$ cat src/hdl/glf_pkg.sv
// Package with constants and types for the guard lamp row flasher and monitor
`default_nettype none
package glf_pkg;
	// ----------------------------------------
	// Timing
	// ----------------------------------------
	localparam int unsigned CLK_HZ           = 50_000_000;
	localparam int unsigned FLASH_PER_MIN    = 31;
	// Half of one flash cycle in clock cycles: 60 s / 31 / 2
	localparam int unsigned HALF_PERIOD_CYC  = (CLK_HZ * 60) / (FLASH_PER_MIN * 2);
	localparam int unsigned HOLDOVER_HOURS   = 8;
	localparam int unsigned HOLDOVER_HALVES  = (HOLDOVER_HOURS * 3600 * FLASH_PER_MIN * 2) / 60;
	localparam int unsigned LAMP_COUNT       = 8;
	// ----------------------------------------
	// Types
	// ----------------------------------------
	typedef enum logic [1:0] {
		GLF_IDLE,
		GLF_RUN,
		GLF_HOLD
	} glf_mode_type;
endpackage
`default_nettype wire

$ cat src/hdl/glf_flasher.sv
// Guard lamp row flasher with caution and fault alarm monitoring
`default_nettype none
module glf_flasher #(
	parameter int unsigned LAMPS       = glf_pkg::LAMP_COUNT,
	parameter int unsigned HALF_CYC    = glf_pkg::HALF_PERIOD_CYC,
	parameter int unsigned HOLD_HALVES = glf_pkg::HOLDOVER_HALVES
) (
	// Clock and reset
	input  wire logic               ref_clk_in,
	input  wire logic               sys_rst_in,
	// Vault contacts
	input  wire logic               activate_in,
	input  wire logic               caution_reset_in,
	input  wire logic               link_ok_in,
	// Failure reports
	input  wire logic [LAMPS-1:0]   lamp_fail_in,
	input  wire logic [LAMPS-1:0]   device_fail_in,
	input  wire logic [LAMPS-1:0]   xfmr_fail_in,
	input  wire logic [LAMPS-1:0]   device_link_lost_in,
	input  wire logic               io_module_fail_in,
	// Lamp drive
	output logic [LAMPS-1:0]        guard_lamp_out,
	output logic                    even_phase_out,
	output logic                    running_out,
	// Alarms and classification
	output logic                    caution_out,
	output logic                    fault_out,
	output logic [LAMPS-1:0]        component_fail_out,
	output logic [LAMPS-1:0]        comm_fail_out
);
	import glf_pkg::*;

	// Elaboration-time refusal of parameter values the logic cannot serve
	if (LAMPS < 2 || HALF_CYC < 1 || HOLD_HALVES < 1) begin : g_param_check
		$error("glf_flasher: unsupported parameter values");
	end

	localparam int unsigned DW = $clog2(HALF_CYC + 1);
	localparam int unsigned HW = $clog2(HOLD_HALVES + 1);

	// ----------------------------------------
	// State
	// ----------------------------------------
	typedef struct packed {
		glf_mode_type     mode;
		logic [DW-1:0]    div;
		logic [HW-1:0]    hold;
		logic             phase;
		logic             caution_latch;
		logic             fault;
		logic [LAMPS-1:0] lamps;
		logic [LAMPS-1:0] comp;
		logic [LAMPS-1:0] comm;
	} glf_state_type;

	glf_state_type state;
	glf_state_type next_state;

	// ----------------------------------------
	// Helpers
	// ----------------------------------------
	function automatic logic adjacent_pair(input logic [LAMPS-1:0] v);
		logic r;
		r = 1'b0;
		for (int i = 0; i < LAMPS - 1; i++) begin
			r = r | (v[i] & v[i+1]);
		end
		return r;
	endfunction

	function automatic int unsigned ones(input logic [LAMPS-1:0] v);
		int unsigned n;
		n = 0;
		for (int i = 0; i < LAMPS; i++) begin
			n = n + int'(v[i]);
		end
		return n;
	endfunction

	// ----------------------------------------
	// Next state
	// ----------------------------------------
	always_comb begin
		logic             half_tick;
		logic [LAMPS-1:0] comp_now;
		logic [LAMPS-1:0] set_mask;
		logic             any_fail;
		next_state = state;
		set_mask   = '0;
		half_tick  = (state.div == DW'(HALF_CYC - 1));
		comp_now   = lamp_fail_in | device_fail_in | xfmr_fail_in;
		any_fail   = (|lamp_fail_in) | (|device_fail_in) | io_module_fail_in;
		next_state.comp = comp_now;
		next_state.comm = device_link_lost_in;
		// Fault follows the live lamp failure picture only
		next_state.fault = adjacent_pair(lamp_fail_in) | (ones(lamp_fail_in) >= 3);
		// Caution latches; reset contact clears unless a lamp, device or I/O module failure is present, which sets it
		if (any_fail) begin
			next_state.caution_latch = 1'b1;
		end else if (caution_reset_in) begin
			next_state.caution_latch = 1'b0;
		end
		// Mode control
		case (state.mode)
			GLF_IDLE: begin
				if (activate_in && link_ok_in) begin
					next_state.mode  = GLF_RUN;
					next_state.div   = '0;
					next_state.phase = 1'b0;
				end
			end
			GLF_RUN: begin
				if (!link_ok_in) begin
					next_state.mode = GLF_HOLD;
					next_state.hold = '0;
				end else if (!activate_in) begin
					next_state.mode = GLF_IDLE;
				end
			end
			GLF_HOLD: begin
				if (link_ok_in) begin
					next_state.mode = activate_in ? GLF_RUN : GLF_IDLE;
				end else if (half_tick && state.hold == HW'(HOLD_HALVES - 1)) begin
					next_state.mode = GLF_IDLE;
				end else if (half_tick) begin
					next_state.hold = state.hold + HW'(1);
				end
			end
			default: begin
				next_state.mode = GLF_IDLE;
			end
		endcase
		// One shared divider drives both sets, so skew is zero
		if (state.mode != GLF_IDLE) begin
			if (half_tick) begin
				next_state.div   = '0;
				next_state.phase = ~state.phase;
			end else begin
				next_state.div = state.div + DW'(1);
			end
		end
		for (int i = 0; i < LAMPS; i++) begin
			set_mask[i] = (i % 2 == 0) ? ~next_state.phase : next_state.phase;
		end
		if (next_state.mode == GLF_IDLE) begin
			next_state.lamps = '0;
		end else begin
			next_state.lamps = set_mask & ~device_fail_in;
		end
	end

	// ----------------------------------------
	// Registers
	// ----------------------------------------
	always_ff @(posedge ref_clk_in) begin
		if (sys_rst_in) begin
			state <= '{mode: GLF_IDLE, default: '0};
		end else begin
			state <= next_state;
		end
	end

	// ----------------------------------------
	// Outputs
	// ----------------------------------------
	assign guard_lamp_out     = state.lamps;
	assign even_phase_out     = ~state.phase;
	assign running_out        = (state.mode != GLF_IDLE);
	assign fault_out          = state.fault;
	assign caution_out        = state.caution_latch | state.fault;
	assign component_fail_out = state.comp;
	assign comm_fail_out      = state.comm;
endmodule
`default_nettype wire

$ cat config.mk
export PLATFORM = sky130hd
export DESIGN_NAME = glf_flasher
export DESIGN_NICKNAME = d
export VERILOG_FILES = /design/src/hdl/glf_pkg.sv /design/src/hdl/glf_flasher.sv
export SDC_FILE = /design/constraint.sdc
export NUM_CORES = 1
export LEC_CHECK = 0
export BUFFER_PORTS_ARGS = -buffer_cell sky130_fd_sc_hd__buf_2
export CAP_MARGIN = 10
export CORE_ASPECT_RATIO = 0.75
export CORE_UTILIZATION = 30
export CTS_CLUSTER_DIAMETER = 40
export CTS_CLUSTER_SIZE = 24
export DETAILED_ROUTE_END_ITERATION = 10
export SLEW_MARGIN = 30
export SYNTH_ARGS = -nofsm -noshare
export SYNTH_HDL_FRONTEND = slang
export SYNTH_SLANG_ARGS = --single-unit
$ cat constraint.sdc
create_clock -name ref_clk_in -period 6.98 [get_ports ref_clk_in]
set_clock_uncertainty 0.2 [all_clocks]
set_input_delay 1.396 -clock ref_clk_in [delete_from_list [all_inputs] [get_ports ref_clk_in]]
set_output_delay 1.396 -clock ref_clk_in [all_outputs]
set_load 0.005 [all_outputs]
==> results of run 1 <==
==> final cells by class <==
cell class / count / area (sq um)
clock inverters: 6 / 40.0
clock buffers: 9 / 225
inverters: 20 / 75.1
well taps: 162 / 203
multi-input cells: 297 / 1880
flip-flops and latches: 70 / 1400
repair buffers: 67 / 360
fillers: 1217 / 7470
==> tightest hold or removal path: stages (launching register included) <==
cell and delay [ns]:
dfxtp_1 0.32, o21ai_0 0.07, a21oi_1 0.06
==> path summary, 6_finish.rpt <==
path                          start  cells after the start  slack [ns]                     end
min reg2reg  state[67]$_SDFFE_PP0P_                      2        0.30  state[67]$_SDFFE_PP0P_
max                 lamp_fail_in[0]                     11        2.87    fault_out$_SDFF_PP0_
min          state[67]$_SDFFE_PP0P_                      2        0.30  state[67]$_SDFFE_PP0P_
max reg2reg  state[42]$_SDFFE_PP0P_                      7        4.07  state[52]$_SDFFE_PP0P_
==> kinds of logic (layout without fill, tap and decap cells) <==
family / Yosys count / after routing / synth area share [%]
and+or+nand+nor: 181 / 181 / 27.4
AOI/OAI and AO/OA: 95 / 95 / 17.6
DFF: 70 / 70 / 38.8
buffers and inverters: 63 / 102 / 9.15
adders and majority gates: 11 / 11 / 4.64
xor gates and xnor gates: 10 / 10 / 2.43
==> placed cells by master, fill, tap and decap left out, drive strengths merged, types with 2 or more instances in the layout <==
cell and count:
nor2b 11, nor2 51, and3 9, a2111oi 2
nand4b 3, nand2 24, nand3 16, buf 67
nor4bb 2, a21oi 32, fa 4, xnor2 10
or3 2, nor3 23, a21o 6, and4 4
clkinv 5, ha 7, inv 20, a311oi 10
o211a 3, clkbuf 9, or4 7, nor4b 2
nor4 3, or4b 3, dfxtp 70, a211oi 9
o21ai 16, a41oi 2, a31o 3, nand4 9
and2 4, o31ai 3, a31oi 5, or2 3
==> metrics by stage <==
| stage | setup slack [ns] | util [%] | area, sq um |
|---|---|---|---|
| global route | 2.78 | 35.9 | 4190 |
| CTS | 2.85 | 35.7 | 4160 |
| floorplan | 2.79 | - | 3610 |
| finish | 2.87 | 35.9 | 4190 |
| detailed placement | 2.50 | 33.4 | 3890 |
| global placement | 2.56 | 33.4 | 3890 |
==> power groups by stage <==
stage	clock [mW]	sequential, mW	combinational (mW)
6_report	0.408	0.411	0.0842
5_1_grt	0.438	0.412	0.0965
4_1_cts	0.424	0.411	0.0833
3_5_place_dp	0	0.420	0.0831
3_3_place_gp	0	0.420	0.0800
2_1_floorplan	0	0.419	0.0569
==> metal layers <==
metal / track usage (%) / part of all wire (%) / wire length (um) / up-vias
li1: - / - / - / 1600
met1: 18.9 / 51 / 4310 / 1482
met2: 20.9 / 43 / 3610 / 76
met3: 4.15 / 5.0 / 426 / 7
met4: 5.25 / 1.3 / 111 / 0
met5: 0 / 0 / 0 / -
==> registers in the layout, indices dropped and copies added (netlist names) <==
| register | cells |
|---|---|
| state | 45 |
| comm_fail_out | 8 |
| component_fail_out | 8 |
| guard_lamp_out | 8 |
| fault_out | 1 |
==> results.yml, run 1 <==
run_status:
  status: "finished clean"
logic_synthesis:
  ys.warnings.count: 0
  synth_common_cells: "70 x dfxtp_1, 51 x nor2_1, 32 x a21oi_1"
  synth.avg_cell_area_sq_um: 8.40
  yosysMostFrequentCell: "dfxtp_1"
  ys_dominant_reg_cell: "dfxtp_1"
  ys_seq_area_share_pct: 38.8
  syn_nets: 479
  synth_top_area_share_pct: 38.8
  synthArstFlopShare_pct: 0
  netlist_area_sq_mm: 0.00361
  synth_top_area_cell: "dfxtp_1"
  synth_edf_count: 0
  netlist_instances: 430
  synth_area_leaders: "dfxtp_1 39%, nor2_1 5.3%, buf_4 5.0%"
  synth_seq_cells: 70
  synthDistinctLibCells: 51
die:
  core_sq_mm: 0.0117
  rows: 34
  dieArea_sq_mm: 0.0125
  initial_core_util_pct: 31.0
  die_h_um: 97.0
  pin_count: 66
  die_x_um: 129
power_and_ir_drop:
  power_frac_comb_pct: 9.3
  intPower_uw: 680
  seqPwrFrac_pct: 45.5
  netSwitchingPower_uw: 224
  clkPwrFrac_pct: 45.2
  p_leak_nw: 1.58
  power_density_mw_per_mm2: 216
  sw_frac_of_total_pct: 24.8
  total_power_uw: 904
  peakVddDrop_v: 0.000118
worst_setup_path:
  arrival_ns: 4.10
  worstPathCellList: "buf_2 -> fa_1 -> inv_1 -> fa_1 -> fa_1 -> inv_1 -> ha_1 -> fa_1 -> a21oi_1 -> and4_1 -> a21oi_1"
  crit_buf_inv: 3
  crit_path_start_kind: "input pin"
  crit_slowest_cell: "fa_1"
  crit_fanout: 4
  cp_top_family: "adder cells"
  endpoint_kind: "flip-flop"
  critPathRequiredTime_ns: 6.98
  max_stage_delay_ns: 0.53
  critical_path_class: "in -> reg"
  crit_top_cell: "fa_1"
clock_tree:
  postCtsSetupBuffers: 0
  clkTransAtPathRegs_ns: 0.06
  clk_path_buf_depth: 2
  clock-sinks: 70
  clk_latency_ns: 0.33
  cts_tree: "yes"
  cts_buffers: 9
  htreeDepth: 3
  cts_resized: 0
  cts_root_buffer: "clkbuf_16"
  postCtsHoldBufs: 0
routing:
  detail-route-antenna-nets: 0
  vias: 3165
  drt_first_pass_iters: 4
  drc: 0
  wirelength_mm: 8.46
  initialDrtViolationCount: 242
  wl_per_cell_um: 13.4
  vias_per_cell: 5.02
grt:
  grt.total_usage_pct: 14.0
  grt_pass1_vias: 2861
  antenna_found_initial: 0
  overflow: 0
  grt_pass1_wl_mm: 13.7
  grt_max_degree: 50
cells_and_area:
  syn_to_final_growth_pct: 16.0
  layout-drive-gt1-share_pct: 19.8
  finalNonFillerCells: 631
  antenna_cells: 0
  nNetsFinal: 514
hold_path:
  min_path_type: "reg -> reg"
sta:
  worst_pin_slew_ns: 0.982
  max_freq_mhz: 244
  post-route-period-util_pct: 58.8
  fin_crit_ns: 4.11
  tns_ns: 0
  rsz0062_at_grt: "false"
  slew_headroom_pct: 34.6
  whs_ns: 0.300
  hold_violations: 0
  finalSetupViolCount: 0
  slew_violations: 0
placement:
  dp.cells: 615
  dp_hpwl_mm: 5.97
  gp_congestion: 0.855
  portBuffers: 65
flow_run:
  max-cap-violations: 0
Note: power is estimated with default switching activity, not from simulation.
==> inputs of run 2 (changes only) <==
- clock period: 6.98 -> 4 ns (I/O delays scaled with it)
==> results.yml, run 2 (synthesis gave the netlist of run 1 again) <==
run_status:
  status: "finished clean"
cells_and_area:
  largest-register: "state"
  layout_commonest_cell: "dfxtp_1"
  mostFrequentLayoutCells: "70 x dfxtp_1, 64 x buf_2, 51 x nor2_1"
  largest_reg_flops: 45
  layout-drive-gt1-share_pct: 20.0
  fillers: 1232
  fin_util_pct: 35.9
  nNetsFinal: 513
  antenna_cells: 0
  syn_to_final_growth_pct: 15.9
clock_tree:
  cts_root_buffer: "clkbuf_16"
  clock-sinks: 70
  postCtsSetupBuffers: 0
  clkTransAtPathRegs_ns: 0.06
  clk_latency_ns: 0.33
  postCtsHoldBufs: 0
  cts_resized: 0
  cts_buffers: 9
  htreeDepth: 3
  cts_tree: "yes"
  clk_path_buf_depth: 2
worst_setup_path:
  crit_path_start_kind: "input pin"
  max_stage_delay_ns: 0.53
  arrival_ns: 3.50
  crit_slowest_cell: "fa_1"
  crit_fanout: 4
  endpoint_kind: "flip-flop"
  crit_top_cell: "fa_1"
  critical_path_class: "in -> reg"
  critPathRequiredTime_ns: 3.99
  worstPathCellList: "buf_2 -> fa_1 -> inv_1 -> fa_1 -> fa_1 -> inv_1 -> ha_1 -> fa_1 -> a21oi_1 -> and4_1 -> a21oi_1"
die:
  core_sq_mm: 0.0117
  initial_core_util_pct: 31.0
  dieArea_sq_mm: 0.0125
  rows: 34
  pin_count: 66
  die_h_um: 97.0
  die_x_um: 129
placement:
  gp_congestion: 0.857
  dp_hpwl_mm: 5.97
  post-place-ws_ns: 0.108
  portBuffers: 65
grt:
  grt_pass1_vias: 2793
  grt_max_degree: 50
  antenna_found_initial: 0
  grt.total_usage_pct: 14.1
  grt_pass1_wl_mm: 13.8
  overflow: 0
sta:
  finalSetupViolCount: 0
  whs_ns: 0.296
  max_freq_mhz: 285
  worst_slack_ns: 0.491
  post-route-period-util_pct: 87.7
  rsz0062_at_grt: "false"
  tns_ns: 0
  hold_violations: 0
  fin_crit_ns: 3.51
  slew_headroom_pct: 58.4
  worst_pin_slew_ns: 0.622
  slew_violations: 0
power_and_ir_drop:
  power_density_mw_per_mm2: 385
  seqPwrFrac_pct: 44.5
  netSwitchingPower_uw: 403
  intPower_mw: 1.21
  p_leak_nw: 1.56
  peakVddDrop_v: 0.000263
  sw_frac_of_total_pct: 25.0
  total_power_mw: 1.61
  clkPwrFrac_pct: 46.5
  power_frac_comb_pct: 8.9
routing:
  vias: 3159
  detail-route-antenna-nets: 0
  wl_per_cell_um: 13.5
  wirelength_mm: 8.52
  initialDrtViolationCount: 214
  drt_first_pass_iters: 4
  vias_per_cell: 5.01
  drc: 0
flow_run:
  max-cap-violations: 0
hold_path:
  min_path_type: "reg -> reg"
[run 2: cell count changes in the layout (fill, tap and decap cells not counted), sizes merged]
cell	before	now
buf	67	66
clkbuf	9	10
clkinv	5	2
clkinvlp	1	3
inv	20	21
[run 2: final timing paths]
path / cells past startpoint / endpoint / slack (ns) / from
setup / recovery: 11 / fault_out$_SDFF_PP0_ / 0.49 / lamp_fail_in[0]
hold / removal: 2 / state[41]$_SDFFE_PP0P_ / 0.30 / state[41]$_SDFFE_PP0P_
setup reg to reg: 7 / state[37]$_SDFFE_PP0P_ / 1.08 / state[42]$_SDFFE_PP0P_
hold reg to reg: 2 / state[41]$_SDFFE_PP0P_ / 0.30 / state[41]$_SDFFE_PP0P_
[run 2: cell type report]
cell class                      instances  area, sq um  area share [%]
Sequential cell                        70         1400            33.5
Tap cell                              162          203            4.84
Multi-Input combinational cell        297         1890            45.1
Inverter                               20         75.1            1.79
Clock inverter                          6         45.0            1.08
Clock buffer                           10          239            5.71
Timing Repair Buffer                   66          335            8.01
[run 2: worst max-delay path: cells and delay by family]
| family | cells | cell delay, ns |
|---|---|---|
| fa+ha+maj | 5 | 2.09 |
| buf+inv | 3 | 0.22 |
| simple gates | 1 | 0.18 |
| compound gates | 2 | 0.20 |
[run 2: through the flow]
stage / cell area [sq um] / std cells
finish: 4190 / 631
floorplan: 3610 / 430
CTS: 4180 / 631
global route: 4190 / 631
detailed placement: 3890 / 615
global placement: 3890 / 615
[run 2: metal layers]
layer  share of wire (%)  vias up  GRT usage (%)
met5                   0        -              0
met4                 1.1        0           4.52
met3                 4.7        8           4.26
met2                  42       69           20.2
met1                  52     1494           19.9
li1                    -     1588              -
[run 2: power groups by stage]
| stage | registers, mW | clock network (mW) | logic, mW |
|---|---|---|---|
| detailed placement | 0.733 | 0 | 0.143 |
| floorplan | 0.731 | 0 | 0.0993 |
| global route | 0.719 | 0.807 | 0.165 |
| CTS | 0.717 | 0.774 | 0.144 |
| finish | 0.717 | 0.749 | 0.144 |
| global placement | 0.732 | 0 | 0.139 |
